--- config.mk ---
export PLATFORM = sky130hd
export DESIGN_NAME = ccr_card_regs
export DESIGN_NICKNAME = d
export VERILOG_FILES = /design/src/ccr_card_regs.v /design/src/ccr_sync.v
export VERILOG_INCLUDE_DIRS = /design/src
export SDC_FILE = /design/constraint.sdc
export NUM_CORES = 1
export LEC_CHECK = 0
export ABC_AREA = 0
export BUFFER_PORTS_ARGS = -buffer_cell sky130_fd_sc_hd__buf_2
export CORE_ASPECT_RATIO = 0.6
export CORE_UTILIZATION = 45
export DETAILED_ROUTE_END_ITERATION = 8
export PLACE_DENSITY_LB_ADDON = 0.25
export SYNTH_ARGS = -nofsm -noshare
export SYNTH_HDL_FRONTEND = slang
export SYNTH_SLANG_ARGS = --single-unit
--- constraint.sdc ---
create_clock -name clk -period 2 [get_ports clk]
set_input_delay 0.4 -clock clk [delete_from_list [all_inputs] [get_ports clk]]
set_output_delay 0.4 -clock clk [all_outputs]
set_load 0.01 [all_outputs]
--- src/ccr_defs.vh ---
/*
 * Constants of the card configuration register bank: attribute offsets,
 * field positions, reset values and timing figures.
 * Assumes inclusion by bare name from the design files only.
 */
`ifndef CCR_DEFS_VH
`define CCR_DEFS_VH

// Clock and timing
`define CCR_CLK_NS          100
`define CCR_SETTLE_NS       1000
`define CCR_SETTLE_CYC      ((`CCR_SETTLE_NS + `CCR_CLK_NS - 1) / `CCR_CLK_NS)
`define CCR_IDLE_US         5000
`define CCR_IDLE_CYC        (`CCR_IDLE_US * 1000 / `CCR_CLK_NS)

// Attribute decode: base 200h, registers in A3..A0
`define CCR_BASE_HI         7'h20
`define CCR_OFF_CCSR        4'h2
`define CCR_OFF_PRR         4'h4
`define CCR_OFF_SCR         4'h6

// Config/status fields
`define CCR_CS_CHANGED      7
`define CCR_CS_CHANGE_SIGNAL_ENABLE       6
`define CCR_CS_BYTEIO       5
`define CCR_CS_PL1DIS       4
`define CCR_CS_AUDIO        3
`define CCR_CS_LOWPWR       2
`define CCR_CS_IRQ          1

// Pin replacement fields
`define CCR_PR_RDY_CHG      5
`define CCR_PR_WP_CHG       4
`define CCR_PR_RDY_LIVE     1
`define CCR_PR_WP_LIVE      0
`define CCR_PR_RDY_MASK     1
`define CCR_PR_WP_MASK      0
`define CCR_PR_FIXED_ONES   2'h3

// Socket/copy fields
`define CCR_SC_DRIVE        4

// Reset values
`define CCR_RST_BYTE        8'h00
`define CCR_RST_INDEX       6'h00
`define CCR_STROBES_IDLE    7'h7f

`endif

--- src/ccr_card_regs.v ---
/*
 * Card configuration registers (config/status, pin replacement,
 * socket/copy) and the byte-lane steering of the I/O transfer path.
 * Assumes the option register block supplies config_index, the task file
 * supplies interrupt, command and read data, and the socket pins are
 * asynchronous to clk and held stable around each strobe.
 */
`default_nettype none
`include "ccr_defs.vh"

// Summary of operation
// (RQ1) Config index zero means memory mapped; every I/O cycle is ignored.
// (RQ2) Config/status register at 02h; bit order fixed; D7, D1, D0 written zero.
// (RQ3) Changed bit reads one while either change latch is set.
// (RQ4) In I/O mode status change pin low when changed and enabled, else high.
// (RQ5) Byte I/O select is stored but ignored; 8 and 16 bit I/O both accepted.
// (RQ6) Power level 1 disable resets to zero; fixed zero when level 1 unsupported.
// (RQ7) Low power request change makes ready busy until the new state is reached.
// (RQ8) Card powers down when idle and wakes when a command arrives.
// (RQ9) Interrupt bit shows internal request, reads zero while interrupts disabled.
// (RQ10) Pin replacement at 04h; D7,D6 read zero, D3,D2 read one.
// (RQ11) Ready or write-protect toggles set their change latches.
// (RQ12) Pin replacement D1 reads the internal ready state.
// (RQ13) Pin replacement D0 always reads zero.
// (RQ14) Change latch takes written value only when its mask bit is one.
// (RQ15) Socket/copy at 06h; drive bit reads as written, exported for compare.
// (RQ16) Socket number nibble is ignored and reads zero.
// (RQ17) Host writes socket/copy before config index, drive bits recommended zero.
// (RQ18) Host writes zero to socket/copy bit D7.
// (RQ19) I/O width strobe asserted for every I/O address answered.
// (RQ20) Without the width strobe the host splits words into two byte accesses.
// (RQ21) Wait asserted at start of input cycle until data is ready.
// (RQ22) Byte lane steering with one enable; register pin high inhibits I/O.
// (RQ23) Word I/O uses both lanes; odd-only access uses high lane alone.
// (RQ24) Registers decoded relative to attribute base 200h.
// (RQ25) Attribute accesses are byte wide at even addresses only.
module ccr_card_regs #(
   parameter IDLE_CYCLES  = `CCR_IDLE_CYC,
   parameter PL1_SUPPORT  = 0
) (
   // Clock and reset
   input  wire        clk,
   input  wire        rst_n,
   // Socket strobes and address
   input  wire        reg_n,
   input  wire        ce1_n,
   input  wire        ce2_n,
   input  wire        oe_n,
   input  wire        we_n,
   input  wire        iord_n,
   input  wire        iowr_n,
   input  wire [10:0] addr,
   // Socket data, split by byte lane
   input  wire [15:0] data_in,
   output reg  [15:0] data_out,
   output reg  [1:0]  data_oe_n,
   // Socket status pins
   output reg         iois16_n,
   output reg         wait_n,
   output reg         status_change_pin,
   output reg         ready_irq_pin,
   // Internal side
   input  wire [5:0]  config_index,
   input  wire        irq_request,
   input  wire        irq_enable_n,
   input  wire        cmd_arrive,
   input  wire        io_data_ready,
   input  wire [7:0]  io_even_rdata,
   input  wire [7:0]  io_odd_rdata,
   output reg         io_rd_even,
   output reg         io_rd_odd,
   output reg         io_wr_even,
   output reg         io_wr_odd,
   output reg  [7:0]  io_wr_even_data,
   output reg  [7:0]  io_wr_odd_data,
   output reg         drive_select_bit,
   output reg         power_down
);

   localparam PS_ACTIVE  = 2'b00;
   localparam PS_TO_DOWN = 2'b01;
   localparam PS_DOWN    = 2'b10;
   localparam PS_TO_UP   = 2'b11;
   localparam SETTLE     = `CCR_SETTLE_CYC;
   localparam [31:0] SETTLE_W = SETTLE;
   localparam [31:0] IDLE_W   = IDLE_CYCLES;

   wire [6:0]  strb_s;
   wire [10:0] addr_s;
   wire [15:0] data_s;
   reg  [6:0]  strb_d;

   ccr_sync #(
      .WIDTH (7),
      .INIT  (`CCR_STROBES_IDLE)
   ) u_sync_strb (
      .clk      (clk),
      .rst_n    (rst_n),
      .async_in ({reg_n, ce2_n, ce1_n, oe_n, we_n, iord_n, iowr_n}),
      .sync_out (strb_s)
   );

   ccr_sync #(
      .WIDTH (27),
      .INIT  (27'h0)
   ) u_sync_bus (
      .clk      (clk),
      .rst_n    (rst_n),
      .async_in ({addr, data_in}),
      .sync_out ({addr_s, data_s})
   );

   wire s_reg_n  = strb_s[6];
   wire s_ce2_n  = strb_s[5];
   wire s_ce1_n  = strb_s[4];
   wire s_oe_n   = strb_s[3];
   wire s_we_n   = strb_s[2];
   wire s_iord_n = strb_s[1];
   wire s_iowr_n = strb_s[0];

   // Register state
   reg        sig_chg_en;
   reg        byte_io_sel;
   reg        pl1_disable;
   reg        audio_en;
   reg        low_power_request;
   reg        ready_change_latch;
   reg        wp_change_latch;
   reg        drive_num;
   reg [1:0]  pstate;
   reg [31:0] ptimer;
   reg        ready_q;
   reg        wp_q;

   wire wp_live_state    = 1'b0;
   wire ready_live_state = (pstate == PS_ACTIVE) || (pstate == PS_DOWN);
   wire io_mode          = (config_index != `CCR_RST_INDEX);  // RQ1
   wire changed          = ready_change_latch | wp_change_latch;  // RQ3
   wire irq_state        = irq_request & ~irq_enable_n;  // RQ9

   // Attribute decode: base 200h, even address, byte on low lane
   wire attr_sel = !s_reg_n && !s_ce1_n && (addr_s[10:4] == `CCR_BASE_HI)
                   && !addr_s[0];  // RQ24 RQ25
   wire [3:0] off = addr_s[3:0];
   wire attr_wr  = attr_sel && s_we_n && !strb_d[2] && strb_d[6] == 1'b0;
   wire attr_rd  = attr_sel && !s_oe_n;

   // I/O decode; register pin high inhibits I/O
   wire io_sel   = io_mode && !s_reg_n && !(s_ce1_n && s_ce2_n);  // RQ1 RQ22
   wire io_rd    = io_sel && !s_iord_n;
   wire io_wr_end = io_sel && s_iowr_n && !strb_d[0];
   wire io_rd_start = io_sel && !s_iord_n && strb_d[1];
   wire lane_lo  = !s_ce1_n;
   wire lane_hi  = !s_ce2_n;
   // Single enable with A0 high moves the odd byte on the low lane
   wire lo_odd   = !s_ce1_n && s_ce2_n && addr_s[0];  // RQ22

   wire [7:0] ccsr_rd = {changed, sig_chg_en, byte_io_sel, pl1_disable,
                         audio_en, low_power_request, irq_state, 1'b0};  // RQ2
   wire [7:0] prr_rd  = {2'b00, ready_change_latch, wp_change_latch,
                         `CCR_PR_FIXED_ONES, ready_live_state, 1'b0};  // RQ10 RQ12 RQ13
   wire [7:0] scr_rd  = {3'b000, drive_num, 4'h0};  // RQ15 RQ16

   reg [7:0] attr_rdata;
   always @*
   begin
      case (off)
         `CCR_OFF_CCSR: attr_rdata = ccsr_rd;
         `CCR_OFF_PRR:  attr_rdata = prr_rd;
         `CCR_OFF_SCR:  attr_rdata = scr_rd;
         default:       attr_rdata = `CCR_RST_BYTE;
      endcase
   end

   // Strobe history for edge detection
   always @(posedge clk)
   begin
      if (!rst_n)
         strb_d <= `CCR_STROBES_IDLE;
      else
         strb_d <= strb_s;
   end

   // Configuration and change latches
   wire ready_toggle = ready_live_state ^ ready_q;
   wire wp_toggle    = wp_live_state ^ wp_q;
   wire prr_wr       = attr_wr && (off == `CCR_OFF_PRR);
   wire ccsr_wr      = attr_wr && (off == `CCR_OFF_CCSR);
   wire lpr_change   = ccsr_wr && (data_s[`CCR_CS_LOWPWR] != low_power_request);

   always @(posedge clk)
   begin
      if (!rst_n)
      begin
         sig_chg_en         <= 1'b0;
         byte_io_sel        <= 1'b0;
         pl1_disable        <= 1'b0;  // RQ6
         audio_en           <= 1'b0;
         low_power_request  <= 1'b0;
         ready_change_latch <= 1'b0;
         wp_change_latch    <= 1'b0;
         drive_num          <= 1'b0;
         ready_q            <= 1'b1;
         wp_q               <= 1'b0;
      end
      else
      begin
         ready_q <= ready_live_state;
         wp_q    <= wp_live_state;
         if (ccsr_wr)
         begin
            sig_chg_en        <= data_s[`CCR_CS_CHANGE_SIGNAL_ENABLE];
            byte_io_sel       <= data_s[`CCR_CS_BYTEIO];  // RQ5
            if (PL1_SUPPORT != 0)
               pl1_disable    <= data_s[`CCR_CS_PL1DIS];  // RQ6
            audio_en          <= data_s[`CCR_CS_AUDIO];
            low_power_request <= data_s[`CCR_CS_LOWPWR];  // RQ7
         end
         if (attr_wr && (off == `CCR_OFF_SCR))
            drive_num <= data_s[`CCR_SC_DRIVE];  // RQ15
         // A toggle in the same cycle as a host clear still sets
         if (ready_toggle)
            ready_change_latch <= 1'b1;  // RQ11
         else if (prr_wr && data_s[`CCR_PR_RDY_MASK])
            ready_change_latch <= data_s[`CCR_PR_RDY_CHG];  // RQ14
         if (wp_toggle)
            wp_change_latch <= 1'b1;  // RQ11
         else if (prr_wr && data_s[`CCR_PR_WP_MASK])
            wp_change_latch <= data_s[`CCR_PR_WP_CHG];  // RQ14
      end
   end

   // Power state: busy through every requested transition
   wire bus_busy = !s_ce1_n || !s_ce2_n || cmd_arrive;
   always @(posedge clk)
   begin
      if (!rst_n)
      begin
         pstate <= PS_ACTIVE;
         ptimer <= 32'h0;
      end
      else if (lpr_change)
      begin
         pstate <= data_s[`CCR_CS_LOWPWR] ? PS_TO_DOWN : PS_TO_UP;  // RQ7
         ptimer <= 32'h0;
      end
      else
      begin
         case (pstate)
            PS_ACTIVE:
            begin
               if (bus_busy)
                  ptimer <= 32'h0;
               else if (ptimer >= IDLE_W - 32'h1)
               begin
                  pstate <= PS_DOWN;  // RQ8
                  ptimer <= 32'h0;
               end
               else
                  ptimer <= ptimer + 32'h1;
            end
            PS_TO_DOWN, PS_TO_UP:
            begin
               if (ptimer >= SETTLE_W - 32'h1)
               begin
                  pstate <= (pstate == PS_TO_DOWN) ? PS_DOWN : PS_ACTIVE;  // RQ7
                  ptimer <= 32'h0;
               end
               else
                  ptimer <= ptimer + 32'h1;
            end
            PS_DOWN:
            begin
               ptimer <= 32'h0;
               if (cmd_arrive)
                  pstate <= PS_TO_UP;  // RQ8
            end
            default:
            begin
               pstate <= PS_ACTIVE;
               ptimer <= 32'h0;
            end
         endcase
      end
   end

   // Pin outputs and read data, all registered
   always @(posedge clk)
   begin
      if (!rst_n)
      begin
         data_out          <= 16'h0000;
         data_oe_n         <= 2'b11;
         iois16_n          <= 1'b1;
         wait_n            <= 1'b1;
         status_change_pin <= 1'b1;
         ready_irq_pin     <= 1'b1;
         power_down        <= 1'b0;
         drive_select_bit  <= 1'b0;
      end
      else
      begin
         power_down       <= (pstate == PS_DOWN);
         drive_select_bit <= drive_num;
         status_change_pin <= !(io_mode && changed && sig_chg_en);  // RQ4
         ready_irq_pin    <= io_mode ? !irq_request : ready_live_state;
         iois16_n         <= !(io_sel && (!s_iord_n || !s_iowr_n));  // RQ19
         wait_n           <= !(io_rd && !io_data_ready);  // RQ21
         if (attr_rd)
         begin
            data_out  <= {8'h00, attr_rdata};  // RQ25
            data_oe_n <= 2'b10;
         end
         else if (io_rd)
         begin
            data_out  <= {io_odd_rdata, lo_odd ? io_odd_rdata : io_even_rdata};  // RQ22 RQ23
            data_oe_n <= {!lane_hi, !lane_lo};  // RQ23
         end
         else
         begin
            data_out  <= 16'h0000;
            data_oe_n <= 2'b11;
         end
      end
   end

   // I/O strobes to the task file, one cycle each
   always @(posedge clk)
   begin
      if (!rst_n)
      begin
         io_rd_even      <= 1'b0;
         io_rd_odd       <= 1'b0;
         io_wr_even      <= 1'b0;
         io_wr_odd       <= 1'b0;
         io_wr_even_data <= 8'h00;
         io_wr_odd_data  <= 8'h00;
      end
      else
      begin
         io_rd_even <= io_rd_start && lane_lo && !lo_odd;  // RQ22 RQ23
         io_rd_odd  <= io_rd_start && (lane_hi || lo_odd);
         io_wr_even <= io_wr_end && lane_lo && !lo_odd;
         io_wr_odd  <= io_wr_end && (lane_hi || lo_odd);
         if (io_wr_end)
         begin
            io_wr_even_data <= data_s[7:0];
            io_wr_odd_data  <= lane_hi ? data_s[15:8] : data_s[7:0];  // RQ23
         end
      end
   end

endmodule

`default_nettype wire

--- src/ccr_sync.v ---
/*
 * Two-stage synchroniser, one generate entry per bit.
 * Assumes bits are independent levels; the first stage feeds only the second.
 */
`default_nettype none

module ccr_sync #(
   parameter             WIDTH = 1,
   parameter [WIDTH-1:0] INIT  = {WIDTH{1'b0}}
) (
   // Clock and reset
   input  wire             clk,
   input  wire             rst_n,
   // Data
   input  wire [WIDTH-1:0] async_in,
   output wire [WIDTH-1:0] sync_out
);

   genvar i;
   generate
      for (i = 0; i < WIDTH; i = i + 1)
      begin : g_bit
         reg stage1;
         reg stage2;
         always @(posedge clk)
         begin
            if (!rst_n)
            begin
               stage1 <= INIT[i];
               stage2 <= INIT[i];
            end
            else
            begin
               stage1 <= async_in[i];
               stage2 <= stage1;
            end
         end
         assign sync_out[i] = stage2;
      end
   endgenerate

endmodule

`default_nettype wire

* Yosys cells after proc, flatten, opt, wreduce, memory -nomap -nowiden
Cells that the tools add are included.
** Cells by class
- Divide/modulo/power cells :: 0
- Multipliers :: 0
- Order comparisons :: 2
- Bitwise logic cells :: 7
- Reduce and logical (&&, ||, !) cells :: 60
- Eq/ne operators :: 12
- $add $sub $neg :: 1
- Shift operators :: 0
- Multiplexer cells :: 22
** Operators with widths (count)
- 32-bit two-way mux :: 3
- 32-bit case mux with 3 select lines :: 1
- 32-bit by 1-bit adder with 32-bit output, second input constant :: 1
- 32-bit by 16-bit greater-or-equal comparator with 1-bit output, second input constant :: 1
- 32-bit by 4-bit greater-or-equal comparator with 1-bit output, second input constant :: 1
- 1-bit logical AND :: 32
- 8-bit two-way mux :: 4
- 8-bit case mux with 3 select lines :: 1
- 1-bit logical NOT :: 16
- 2-bit two-way mux :: 7
- 3-bit != test, second input constant :: 3
- 4-bit by 3-bit == test with 1-bit output, second input constant :: 2
- 7-bit by 6-bit == test with 1-bit output, second input constant :: 1
- 2-bit case mux with 3 select lines :: 1
- 6-bit nonzero test :: 1
- 1-bit logical OR :: 5
- 1-bit two-way mux :: 5
- 2-bit == test, second input constant :: 2
- 4-bit by 2-bit == test with 1-bit output, second input constant :: 1
- 1-bit inverter :: 4
- 4-bit AND reduction :: 1
- 2-bit OR reduction :: 2
- 3-bit by 2-bit != test with 1-bit output, second input constant :: 1
- 3-bit OR reduction :: 1
- 7 further kinds :: 7
** Word-level totals
- Memory bits (read-only) :: 0
- RAM bits :: 0
- Bits in latches :: 0
- Input port bits :: 62
- Memories kept :: 0
- Logic and storage cells :: 199
- Register bits after elaboration :: 161
- Output and inout port bits :: 44

* Longest topological paths before layout
Gate-level depths: netlist (run 1).
- Word-level depth :: 11
- Depth in mapped cells :: 8
- Mapped depth without buffers :: 8

* By module
Synthesis (run 1) repeated with hierarchy kept, for this count alone.
** Second synthesis, totals
- Cell total of the unflattened synthesis :: 527
- Area total of the unflattened synthesis :: 5606.6 µm²
** Modules (own cells, without submodules)
- ccr_card_regs :: area an instance 3448.3 µm², seq. area each 1801.7 µm², times used 1, cells an instance 351
- ccr_sync (u_sync_bus) :: area an instance 1714.1 µm², seq. area each 1081.0 µm², times used 1, cells an instance 140
- ccr_sync (u_sync_strb) :: area an instance 444.2 µm², seq. area each 280.3 µm², times used 1, cells an instance 36

* Worst setup path after synthesis (run 1)
No wires, ideal clock.
- Path kind :: register -> register
- From :: register u_sync_strb.g_bit[4].stage2
- To :: register ptimer[10]
- Slack :: 94 ps
- Data arrival time :: 1791 ps
- Buffers on the path :: 1
- Data required time :: 1885 ps
- Cell stages (with the launch flop) :: 6
- Clock period less this slack :: 1906 ps
- Setup time :: 115 ps
- Cells stage by stage :: dfxtp_1 or4_4 or4_4 o2111ai_4 buf_12 nor2_2
** On the way
- Longest elaborated chain between the ends :: 10
- Elaborated cells on any way between the ends :: 14
- Those cells by class :: mux (2); reduce/logical (12)
** RTL lines
- start: declaration :: RTL line ccr_sync.v:24 : reg stage2;
- start signal: assignment :: RTL line ccr_sync.v:30 : stage2 <= INIT[i];
- start signal: assignment :: RTL line ccr_sync.v:35 : stage2 <= stage1;
- 1-bit logical NOT (*) :: RTL line ccr_card_regs.v:142, ccr_card_regs.v:234
- 1-bit logical AND (3 in a row) :: RTL line ccr_card_regs.v:142 : wire attr_sel = !s_reg_n && !s_ce1_n && (addr_s[10:4] == `CCR_BASE_HI)
- 1-bit logical AND (3 in a row) :: RTL line ccr_card_regs.v:145 : wire attr_wr = attr_sel && s_we_n && !strb_d[2] && strb_d[6] == 1'b0;
- 1-bit logical AND :: RTL line ccr_card_regs.v:188 : wire ccsr_wr = attr_wr && (off == `CCR_OFF_CCSR);
- 1-bit logical AND :: RTL line ccr_card_regs.v:189 : wire lpr_change = ccsr_wr && (data_s[`CCR_CS_LOWPWR] != low_power_request);
- 2-bit OR reduction (no line)
- end signal: assignment :: RTL line ccr_card_regs.v:260 : ptimer <= ptimer + 32'h1;
- end signal: assignment :: RTL line ccr_card_regs.v:270 : ptimer <= ptimer + 32'h1;
- end: declaration :: RTL line ccr_card_regs.v:131 : reg [31:0] ptimer;
Mark *: on every way between the ends. The rest lies on a longest branch, timed or not.
A chain may end at the register's enable or synchronous reset.

* Final worst setup path (run 1)
- From :: register u_sync_strb.g_bit[4].stage2
- To :: register ptimer[15]
The elaborated chain is that of the path after synthesis.

==> impl_metrics.env, run 1 <==
export IMPL_cts_sinks=158
export IMPL_grt_max_degree=57
export IMPL_leakagePower_nw=2.858
export IMPL_fin_crit_sh_pct=96.70
export IMPL_htreeDepth=4
export IMPL_synth_edf_count=0
export IMPL_path_clk_slew_ns=0.06
export IMPL_via_count=3818
export IMPL_hold_viol=0
export IMPL_yosysUniqueCellTypes=48
export IMPL_ant_nets=0
export IMPL_peakVddDrop_uv=596.1
export IMPL_worstPathRequired_ns=2.30
export IMPL_ys_ff_latch=158
export IMPL_grt_pass1_vias=3566
export IMPL_worstMarginPinSlew_ns=0.5991
export IMPL_status="complete, no violations"
export IMPL_grt_setup_unrepaired="false"
export IMPL_clock_skew_ns=0.01130
export IMPL_drc=0
export IMPL_synthMuxAreaShare_pct=4.423
export IMPL_synth_compound_area_share_pct=6.339
export IMPL_yosysTopAreaCellShare_pct=59.79
export IMPL_wl_per_cell_um=13.65
export IMPL_grt_overflow=0
export IMPL_start_kind="flip-flop"
export IMPL_antenna_found_initial=0
export IMPL_arrival_ns=2.24
export IMPL_syn_cell_area_sq_um=5290
export IMPL_area_growth_pct=27.46
export IMPL_post_synth_top_area_cell="dfxtp_1"
export IMPL_min_path_type="in2reg"
export IMPL_hold_worst_slack_ns=0.1602
export IMPL_seq_area_frac_synth_pct=59.79
export IMPL_p_per_area_nw_per_um2=982.1
export IMPL_setup_viol=0
export IMPL_async_reset_ff_share_pct=0
export IMPL_clockBufferDepth=2
export IMPL_fin_ws_ns=0.06599
export IMPL_wl_mm=11.14
export IMPL_drive_gt1_share_pct=27.29
export IMPL_drt_pre_antenna_iters=4
export IMPL_nNetsFinal=708
export IMPL_viasPerCell=4.679
export IMPL_postSynthAreaPerCell_sq_um=10.45
export IMPL_dpl_instance_area_sq_um=6111
export IMPL_synth_most_common_cell="dfxtp_1"
export IMPL_maxSlewHeadroom_pct=59.85
export IMPL_maxCapViolCount=0
export IMPL_synthAdderAreaFrac_pct=0.7096
export IMPL_grt_use_total_pct=19.36
export IMPL_drt_iter0_drc=192
export IMPL_gp_congestion=0.7945
export IMPL_cts_buffers=17
export IMPL_fin_crit_ns=1.934
export IMPL_synth_area_leaders="dfxtp_1 (60%), and2_1 (7.5%), mux2i_1 (3.8%)"
export IMPL_synth_xor_area_share_pct=2.649
export IMPL_rows=30
export IMPL_cts_root_buf="clkbuf_16"
export IMPL_synthCells=506
export IMPL_n_fill_cell=1012
export IMPL_ys_flop_type="dfxtp_1"
export IMPL_ctsHoldBuffers=0
export IMPL_yosys_area_share_simple_pct=23.60
export IMPL_drv_slew=0
export IMPL_core_area_sq_um=11370
export IMPL_port_buffers=105
export IMPL_stdcell_area_sq_um=6743
export IMPL_cts_tree="done"
export IMPL_start_util_pct=46.51
export IMPL_critPathMaxFanout=5
export IMPL_worstSetupEndpointType="flip-flop"
export IMPL_synth_top_family_by_area="simple AND/OR/NAND/NOR gates"
export IMPL_synth_common_cells="dfxtp_1 (158), and2_1 (63), nand2_1 (42)"
export IMPL_n_antenna_cell=0
export IMPL_yosysWarnings=0
export IMPL_clk_latency_ns=0.41
export IMPL_path_class="reg2reg"
export IMPL_die_x_um=142.0
export IMPL_post_place_ws_ns=-0.01779
export IMPL_dp_hpwl_mm=7.997
export IMPL_grt_pass1_wl_mm=17.75
export IMPL_die_area_sq_um=12210
export IMPL_fmaxAchievable_mhz=517.1
export IMPL_die_y_um=85.99
export IMPL_io_pins=106
-- per-stage QoR --
stage | utilization, % | cells | setup TNS [ns] | total power [mW]
finish | 59.28 | 816 | 0 | 6.622
global route | 59.28 | 816 | 0 | 6.881
CTS | 59.05 | 816 | 0 | 6.689
detailed placement | 53.73 | 782 | -0.07169 | 3.615
global placement | 53.73 | 782 | 0 | 3.605
floorplan | - | 521 | 0 | 3.489
-- kinds of logic after synthesis --
family / after synthesis
simple gates: 225
fa+ha+maj: 3
xor+xnor: 16
flops: 158
buf+inv: 29
other cells: 1
mux: 23
compound gates: 51
-- metal layers --
| layer | global-route usage [%] | routed length (um) | up-vias |
|---|---|---|---|
| met2 | 27.32 | 4541 | 103 |
| met3 | 5.081 | 622 | 14 |
| met1 | 27.54 | 5820 | 1752 |
| met5 | 0 | 0 | - |
| met4 | 8.895 | 151 | 0 |
| li1 | - | - | 1949 |
-- flip-flops by register name, summed over array words and instances, names as in the netlist, 2 cells and up --
signal	count
u_sync_strb.g_bit.stage1	7
data_out	16
data_oe_n	2
io_wr_even_data	8
pstate	2
u_sync_strb.g_bit.stage2	7
strb_d	4
u_sync_bus.g_bit.stage2	27
u_sync_bus.g_bit.stage1	27
io_wr_odd_data	8
ptimer	32
-- placed cells by master, fill, tap and decap left out, types with 3 or more instances in the layout --
cell type	netlist	layout
mux2i_1	20	20
nand2b_1	19	19
inv_1	9	9
buf_2	2	105
nor2_2	10	10
nand3_1	12	12
xnor2_1	8	8
clkbuf_16	0	17
a21o_1	3	3
clkinv_2	0	3
o21ai_0	5	5
or3_1	6	6
a211oi_1	8	8
conb_1	1	16
nor4_1	8	7
nor2_1	36	36
xor2_1	8	8
o211ai_1	3	3
dfxtp_1	158	158
nand2_1	42	42
and2_1	63	63
nand4_1	6	6
mux2_2	3	3
clkbuf_8	0	3
clkinv_4	0	3
buf_4	0	15
ha_1	3	3
nor3b_1	3	3
clkinvlp_4	0	3
a21oi_1	22	22
-- repair_timing --
item | CTS | global route
buffers inserted | 2 | 0
resized for setup | 0 | 5
pin swaps | 1 | 0
endpoints found under the setup margin | 15 | 27
-- final timing paths --
kind / end / cells past startpoint / slack (ns) / from
worst min-delay path: u_sync_strb.g_bit[3].stage1$_SDFF_PN1_ / 2 / 0.16 / oe_n
worst max-delay path: ptimer[15]$_SDFF_PP0_ / 5 / 0.07 / u_sync_strb.g_bit[4].stage2$_SDFF_PN1_
worst max register to register: ptimer[15]$_SDFF_PP0_ / 5 / 0.07 / u_sync_strb.g_bit[4].stage2$_SDFF_PN1_
worst min register to register: u_sync_strb.g_bit[2].stage2$_SDFF_PN1_ / 1 / 0.41 / u_sync_strb.g_bit[2].stage1$_SDFF_PN1_
-- final cells by class --
cell class | instances | area (sq um) | share of cell area [%]
Clock buffer | 20 | 466.7 | 6.922
Clock inverter | 12 | 111.4 | 1.652
Inverter | 9 | 33.78 | 0.5010
Multi-Input combinational cell | 334 | 2078 | 30.82
Sequential cell | 158 | 3163 | 46.91
Tap cell | 160 | 200.2 | 2.969
Timing Repair Buffer | 123 | 689.4 | 10.22
-- where the power goes --
| group | switching, mW | internal, mW |
|---|---|---|
| clock | 1.26 | 1.82 |
| sequential | 0.0465 | 3.24 |
| combinational | 0.128 | 0.129 |
| total | 1.43 | 5.19 |
-- worst max-delay path, stage by stage (launching register included) --
cell and delay, ns:
dfxtp_1 0.34, or4_4 0.56, or4_4 0.57, o2111ai_4 0.14
buf_6 0.17, nor2_2 0.04
No activity file was read; power rests on OpenSTA's default activity.
==> run 2, diff against run 1 <==
BUFFER_PORTS_ARGS = unset   (was -buffer_cell sky130_fd_sc_hd__buf_2)
CTS_CLUSTER_SIZE = 14   (was unset)
DONT_BUFFER_PORTS = 1   (was unset)
==> impl_metrics.env, run 2 (synthesis results as in run 1) <==
export IMPL_grt_pass1_wl_mm=17.20
export IMPL_setup_viol=0
export IMPL_reg_largest_list="ptimer (32), u_sync_bus.g_bit.stage1 (27), u_sync_bus.g_bit.stage2 (27)"
export IMPL_drt_iter0_drc=152
export IMPL_leakagePower_nw=2.379
export IMPL_fin_crit_sh_pct=95.68
export IMPL_antenna_found_initial=0
export IMPL_path_class="reg2reg"
export IMPL_port_buffers=0
export IMPL_gp_congestion=0.7791
export IMPL_most_common_layout_cells="dfxtp_1 (158), and2_1 (63), nand2_1 (42)"
export IMPL_drv_slew=0
export IMPL_final_util_pct=54.37
export IMPL_clockBufferDepth=2
export IMPL_die_y_um=85.99
export IMPL_fin_ws_ns=0.08645
export IMPL_grt_pass1_vias=3267
export IMPL_grt_max_degree=84
export IMPL_drive_gt1_share_pct=12.77
export IMPL_maxCapViolCount=0
export IMPL_ant_nets=0
export IMPL_cts_tree="done"
export IMPL_htreeDepth=4
export IMPL_worstMarginPinSlew_ns=0.5710
export IMPL_peakVddDrop_uv=627.3
export IMPL_post_place_ws_ns=-0.01937
export IMPL_area_growth_pct=16.89
export IMPL_fin_crit_ns=1.914
export IMPL_grt_overflow=0
export IMPL_wl_per_cell_um=15.27
export IMPL_largest_reg_flops=32
export IMPL_ctsHoldBuffers=0
export IMPL_path_clk_slew_ns=0.06
export IMPL_clock_skew_ns=0.009946
export IMPL_drt_pre_antenna_iters=4
export IMPL_fmaxAchievable_mhz=522.6
export IMPL_clk_latency_ns=0.41
export IMPL_cts_sinks=158
export IMPL_worstPathRequired_ns=2.30
export IMPL_arrival_ns=2.21
export IMPL_die_area_sq_um=12210
export IMPL_final_common_cell="dfxtp_1"
export IMPL_grt_use_total_pct=19.00
export IMPL_grt_setup_unrepaired="false"
export IMPL_status="complete, no violations"
export IMPL_rows=30
export IMPL_viasPerCell=4.924
export IMPL_cts_root_buf="clkbuf_16"
export IMPL_p_per_area_nw_per_um2=1048
export IMPL_die_x_um=142.0
export IMPL_start_util_pct=46.51
export IMPL_via_count=3486
export IMPL_wl_mm=10.81
export IMPL_drc=0
export IMPL_worstSetupEndpointType="flip-flop"
export IMPL_critPathMaxFanout=16
export IMPL_top_register="ptimer"
export IMPL_hold_worst_slack_ns=0.06314
export IMPL_cts_buffers=17
export IMPL_min_path_type="in2reg"
export IMPL_maxSlewHeadroom_pct=61.73
export IMPL_start_kind="flip-flop"
export IMPL_n_antenna_cell=0
export IMPL_io_pins=106
export IMPL_hold_viol=0
export IMPL_nNetsFinal=600
export IMPL_core_area_sq_um=11370
export IMPL_dp_hpwl_mm=7.640
==> run 2: per-stage QoR <==
step	area (sq um)	total power, mW	cells	TNS (ns)
2_1_floorplan	5346	3.489	521	0
3_3_place_gp	5570	3.522	675	0
3_5_place_dp	5570	3.529	675	-0.1069
4_1_cts	6157	6.540	708	0
5_1_grt	6183	6.739	708	0
6_report	6183	6.482	708	0
==> run 2: final cells by class <==
type	count	area, sq um
multi-input combinational	334	2088
sequential	158	3163
clock buffer	17	425.4
timing repair buffer	15	137.6
inverter	9	33.78
clock inverter	15	135.1
fill	1022	5190
tap	160	200.2
==> run 2: repair_timing <==
action / 4_1_cts / 5_1_grt
endpoints found under the setup margin: 16 / 27
resized for setup: 1 / 4
pin swaps: 1 / 0
buffers inserted: 1 / 0
endpoints found under the hold margin: 0 / 0
==> run 2: metal layers <==
| layer | GRT usage (%) | up-vias | routed length [um] | share of wire [%] |
|---|---|---|---|---|
| met5 | 0 | - | 0 | 0 |
| met4 | 8.407 | 0 | 140 | 1.3 |
| met3 | 6.309 | 10 | 759 | 7.0 |
| met2 | 26.60 | 120 | 4613 | 43 |
| met1 | 26.44 | 1624 | 5300 | 49 |
| li1 | - | 1732 | - | - |
==> run 2: critical path, stage by stage, from the launching register on <==
cell and delay, ns:
dfxtp_1 0.32, or4_4 0.55, or4_4 0.57, o2111ai_4 0.12, buf_12 0.19, nor2_2 0.05
==> run 2: final timing paths <==
kind / startpoint / to / slack, ns / depth (start not counted)
setup / recovery: u_sync_strb.g_bit[4].stage2$_SDFF_PN1_ / ptimer[14]$_SDFF_PP0_ / 0.09 / 5
hold / removal: rst_n / u_sync_strb.g_bit[2].stage1$_SDFF_PN1_ / 0.06 / 1
setup reg to reg: u_sync_strb.g_bit[4].stage2$_SDFF_PN1_ / ptimer[14]$_SDFF_PP0_ / 0.09 / 5
hold reg to reg: u_sync_strb.g_bit[2].stage1$_SDFF_PN1_ / u_sync_strb.g_bit[2].stage2$_SDFF_PN1_ / 0.42 / 1
==> run 2: where the power goes <==
group	internal (mW)	switching, mW
clock	1.73	1.29
combinational	0.0847	0.0887
sequential	3.24	0.0493
==> run 3, diff against run 2 <==
CORE_ASPECT_RATIO = 1.2   (was 0.6)
==> impl_metrics.env, run 3 (synthesis results as in run 1) <==
export IMPL_die_area_sq_um=12190
export IMPL_hold_worst_slack_ns=0.07092
export IMPL_reg_largest_list="ptimer (32), u_sync_bus.g_bit.stage1 (27), u_sync_bus.g_bit.stage2 (27)"
export IMPL_start_util_pct=45.95
export IMPL_htreeDepth=4
export IMPL_fin_crit_ns=1.923
export IMPL_hold_viol=0
export IMPL_drv_slew=0
export IMPL_cts_buffers=17
export IMPL_worstPathRequired_ns=2.30
export IMPL_p_per_area_nw_per_um2=1069
export IMPL_viasPerCell=4.851
export IMPL_wl_mm=9.583
export IMPL_startpoint="u_sync_bus.g_bit[23].stage2$_SDFF_PN0_"
export IMPL_clock_skew_ns=0.005414
export IMPL_fmaxAchievable_mhz=519.9
export IMPL_gp_congestion=0.7420
export IMPL_worstMarginPinSlew_ns=0.5568
export IMPL_fin_cells=705
export IMPL_arrival_ns=2.22
export IMPL_cts_sinks=158
export IMPL_grt_pass1_wl_mm=15.56
export IMPL_busiest_layer="met2"
export IMPL_clockBufferDepth=2
export IMPL_cts_tree="done"
export IMPL_die_x_um=101.0
export IMPL_antenna_found_initial=0
export IMPL_core_area_sq_um=11510
export IMPL_crit_reg2reg_capture="ptimer[7]$_SDFF_PP0_"
export IMPL_place_inst=672
export IMPL_critPathMaxStageDelay_ns=0.60
export IMPL_rrSetupSlack_ns=0.08
export IMPL_worstSetupEndpointType="flip-flop"
export IMPL_drive_gt1_share_pct=12.59
export IMPL_globalRouteMet2Util_pct=27.18
export IMPL_status="complete, no violations"
export IMPL_maxSlewHeadroom_pct=62.68
export IMPL_nNetsFinal=600
export IMPL_ant_nets=0
export IMPL_port_buffers=0
export IMPL_min_path_type="in2reg"
export IMPL_drt_iter0_drc=145
export IMPL_io_pins=106
export IMPL_fin_ws_ns=0.07653
export IMPL_path_clk_slew_ns=0.06
export IMPL_area_growth_pct=17.12
export IMPL_drt_pre_antenna_iters=4
export IMPL_use_met3_pct=5.145
export IMPL_start_kind="flip-flop"
export IMPL_critPathBufInv=1
export IMPL_grt_pass1_vias=3262
export IMPL_path_cells="nor4b_1 > nand2_1 > or4_4 > o2111ai_4 > buf_12 > nor2_1"
export IMPL_drc=0
export IMPL_maxCapViolCount=0
export IMPL_n_antenna_cell=0
export IMPL_largest_reg_flops=32
export IMPL_final_common_cell="dfxtp_1"
export IMPL_clk_latency_ns=0.40
export IMPL_top_register="ptimer"
export IMPL_hold_start="rst_n"
export IMPL_gr_usage_met1_pct=20.97
export IMPL_path_class="reg2reg"
export IMPL_grt_use_total_pct=16.82
export IMPL_die_y_um=120.8
export IMPL_via_count=3420
export IMPL_hold_path_depth=1
export IMPL_cp_slowest_cell="or4_4"
export IMPL_worst_r2r_cell_count=6
export IMPL_finalPower_mw=6.626
export IMPL_r2r_start="u_sync_bus.g_bit[23].stage2$_SDFF_PN0_"
export IMPL_dp_hpwl_mm=6.853
export IMPL_finalSetupTns_ns=0
export IMPL_setup_viol=0
export IMPL_min_to="u_sync_strb.g_bit[3].stage1$_SDFF_PN1_"
export IMPL_leakagePower_nw=2.387
export IMPL_post_place_ws_ns=0.01692
export IMPL_cp_top_family="simple AND/OR/NAND/NOR gates"
export IMPL_critPathMaxFanout=16
export IMPL_grt_setup_unrepaired="false"
export IMPL_grt_max_degree=84
export IMPL_most_common_layout_cells="dfxtp_1 (158), and2_1 (63), nand2_1 (42)"
export IMPL_cts_root_buf="clkbuf_16"
export IMPL_grt_overflow=0
export IMPL_peakVddDrop_uv=546.0
export IMPL_wl_per_cell_um=13.59
export IMPL_fin_crit_sh_pct=96.17
export IMPL_rows=43
-- run 3: cell type report --
| cell class | count | area (sq um) |
|---|---|---|
| tap | 157 | 196.4 |
| fill | 1050 | 5318 |
| sequential | 158 | 3163 |
| clock buffer | 20 | 466.7 |
| inverter | 9 | 33.78 |
| multi-input combinational | 334 | 2064 |
| clock inverter | 12 | 133.9 |
| timing repair buffer | 15 | 137.6 |
-- run 3: worst max-delay path by stage --
| stage | depth (start not counted) | slack, ns | end |
|---|---|---|---|
| 5_1_grt | 6 | 0.01 | ptimer[7]$_SDFF_PP0_ |
| 4_1_cts | 5 | 0.01 | ptimer[7]$_SDFF_PP0_ |
| 3_3_place_gp | 5 | 0.05 | ptimer[7]$_SDFF_PP0_ |
| 6_report | 6 | 0.08 | ptimer[7]$_SDFF_PP0_ |
| 2_1_floorplan | 5 | 0.09 | ptimer[10]$_SDFF_PP0_ |
| 3_5_place_dp | 5 | 0.02 | ptimer[4]$_SDFF_PP0_ |
-- run 3: timing repair --
action | 4_1_cts | 5_1_grt
hold buffers | 0 | 0
buffers inserted | 0 | 1
setup endpoints to repair | 0 | 28
gates resized for setup | 0 | 3
-- run 3: metrics by stage --
stage	instance area (sq um)	utilization, %
finish	6196	53.81
global route	6196	53.81
CTS	6167	53.56
detailed placement	5567	48.35
global placement	5567	48.35
floorplan	5346	-
-- run 3: where the power goes --
group          total, mW  internal [mW]  switching, mW  leakage, nW
Sequential          3.29           3.25         0.0478         1.30
Combinational      0.163         0.0823         0.0809        0.798
Clock               3.17           1.95           1.22        0.293
Total               6.63           5.27           1.35         2.39
-- run 3: per-layer routing --
layer,vias up,wire length [um]
li1,1734,-
met1,1571,4351
met2,105,4585
met3,10,531
met4,0,114
met5,-,0
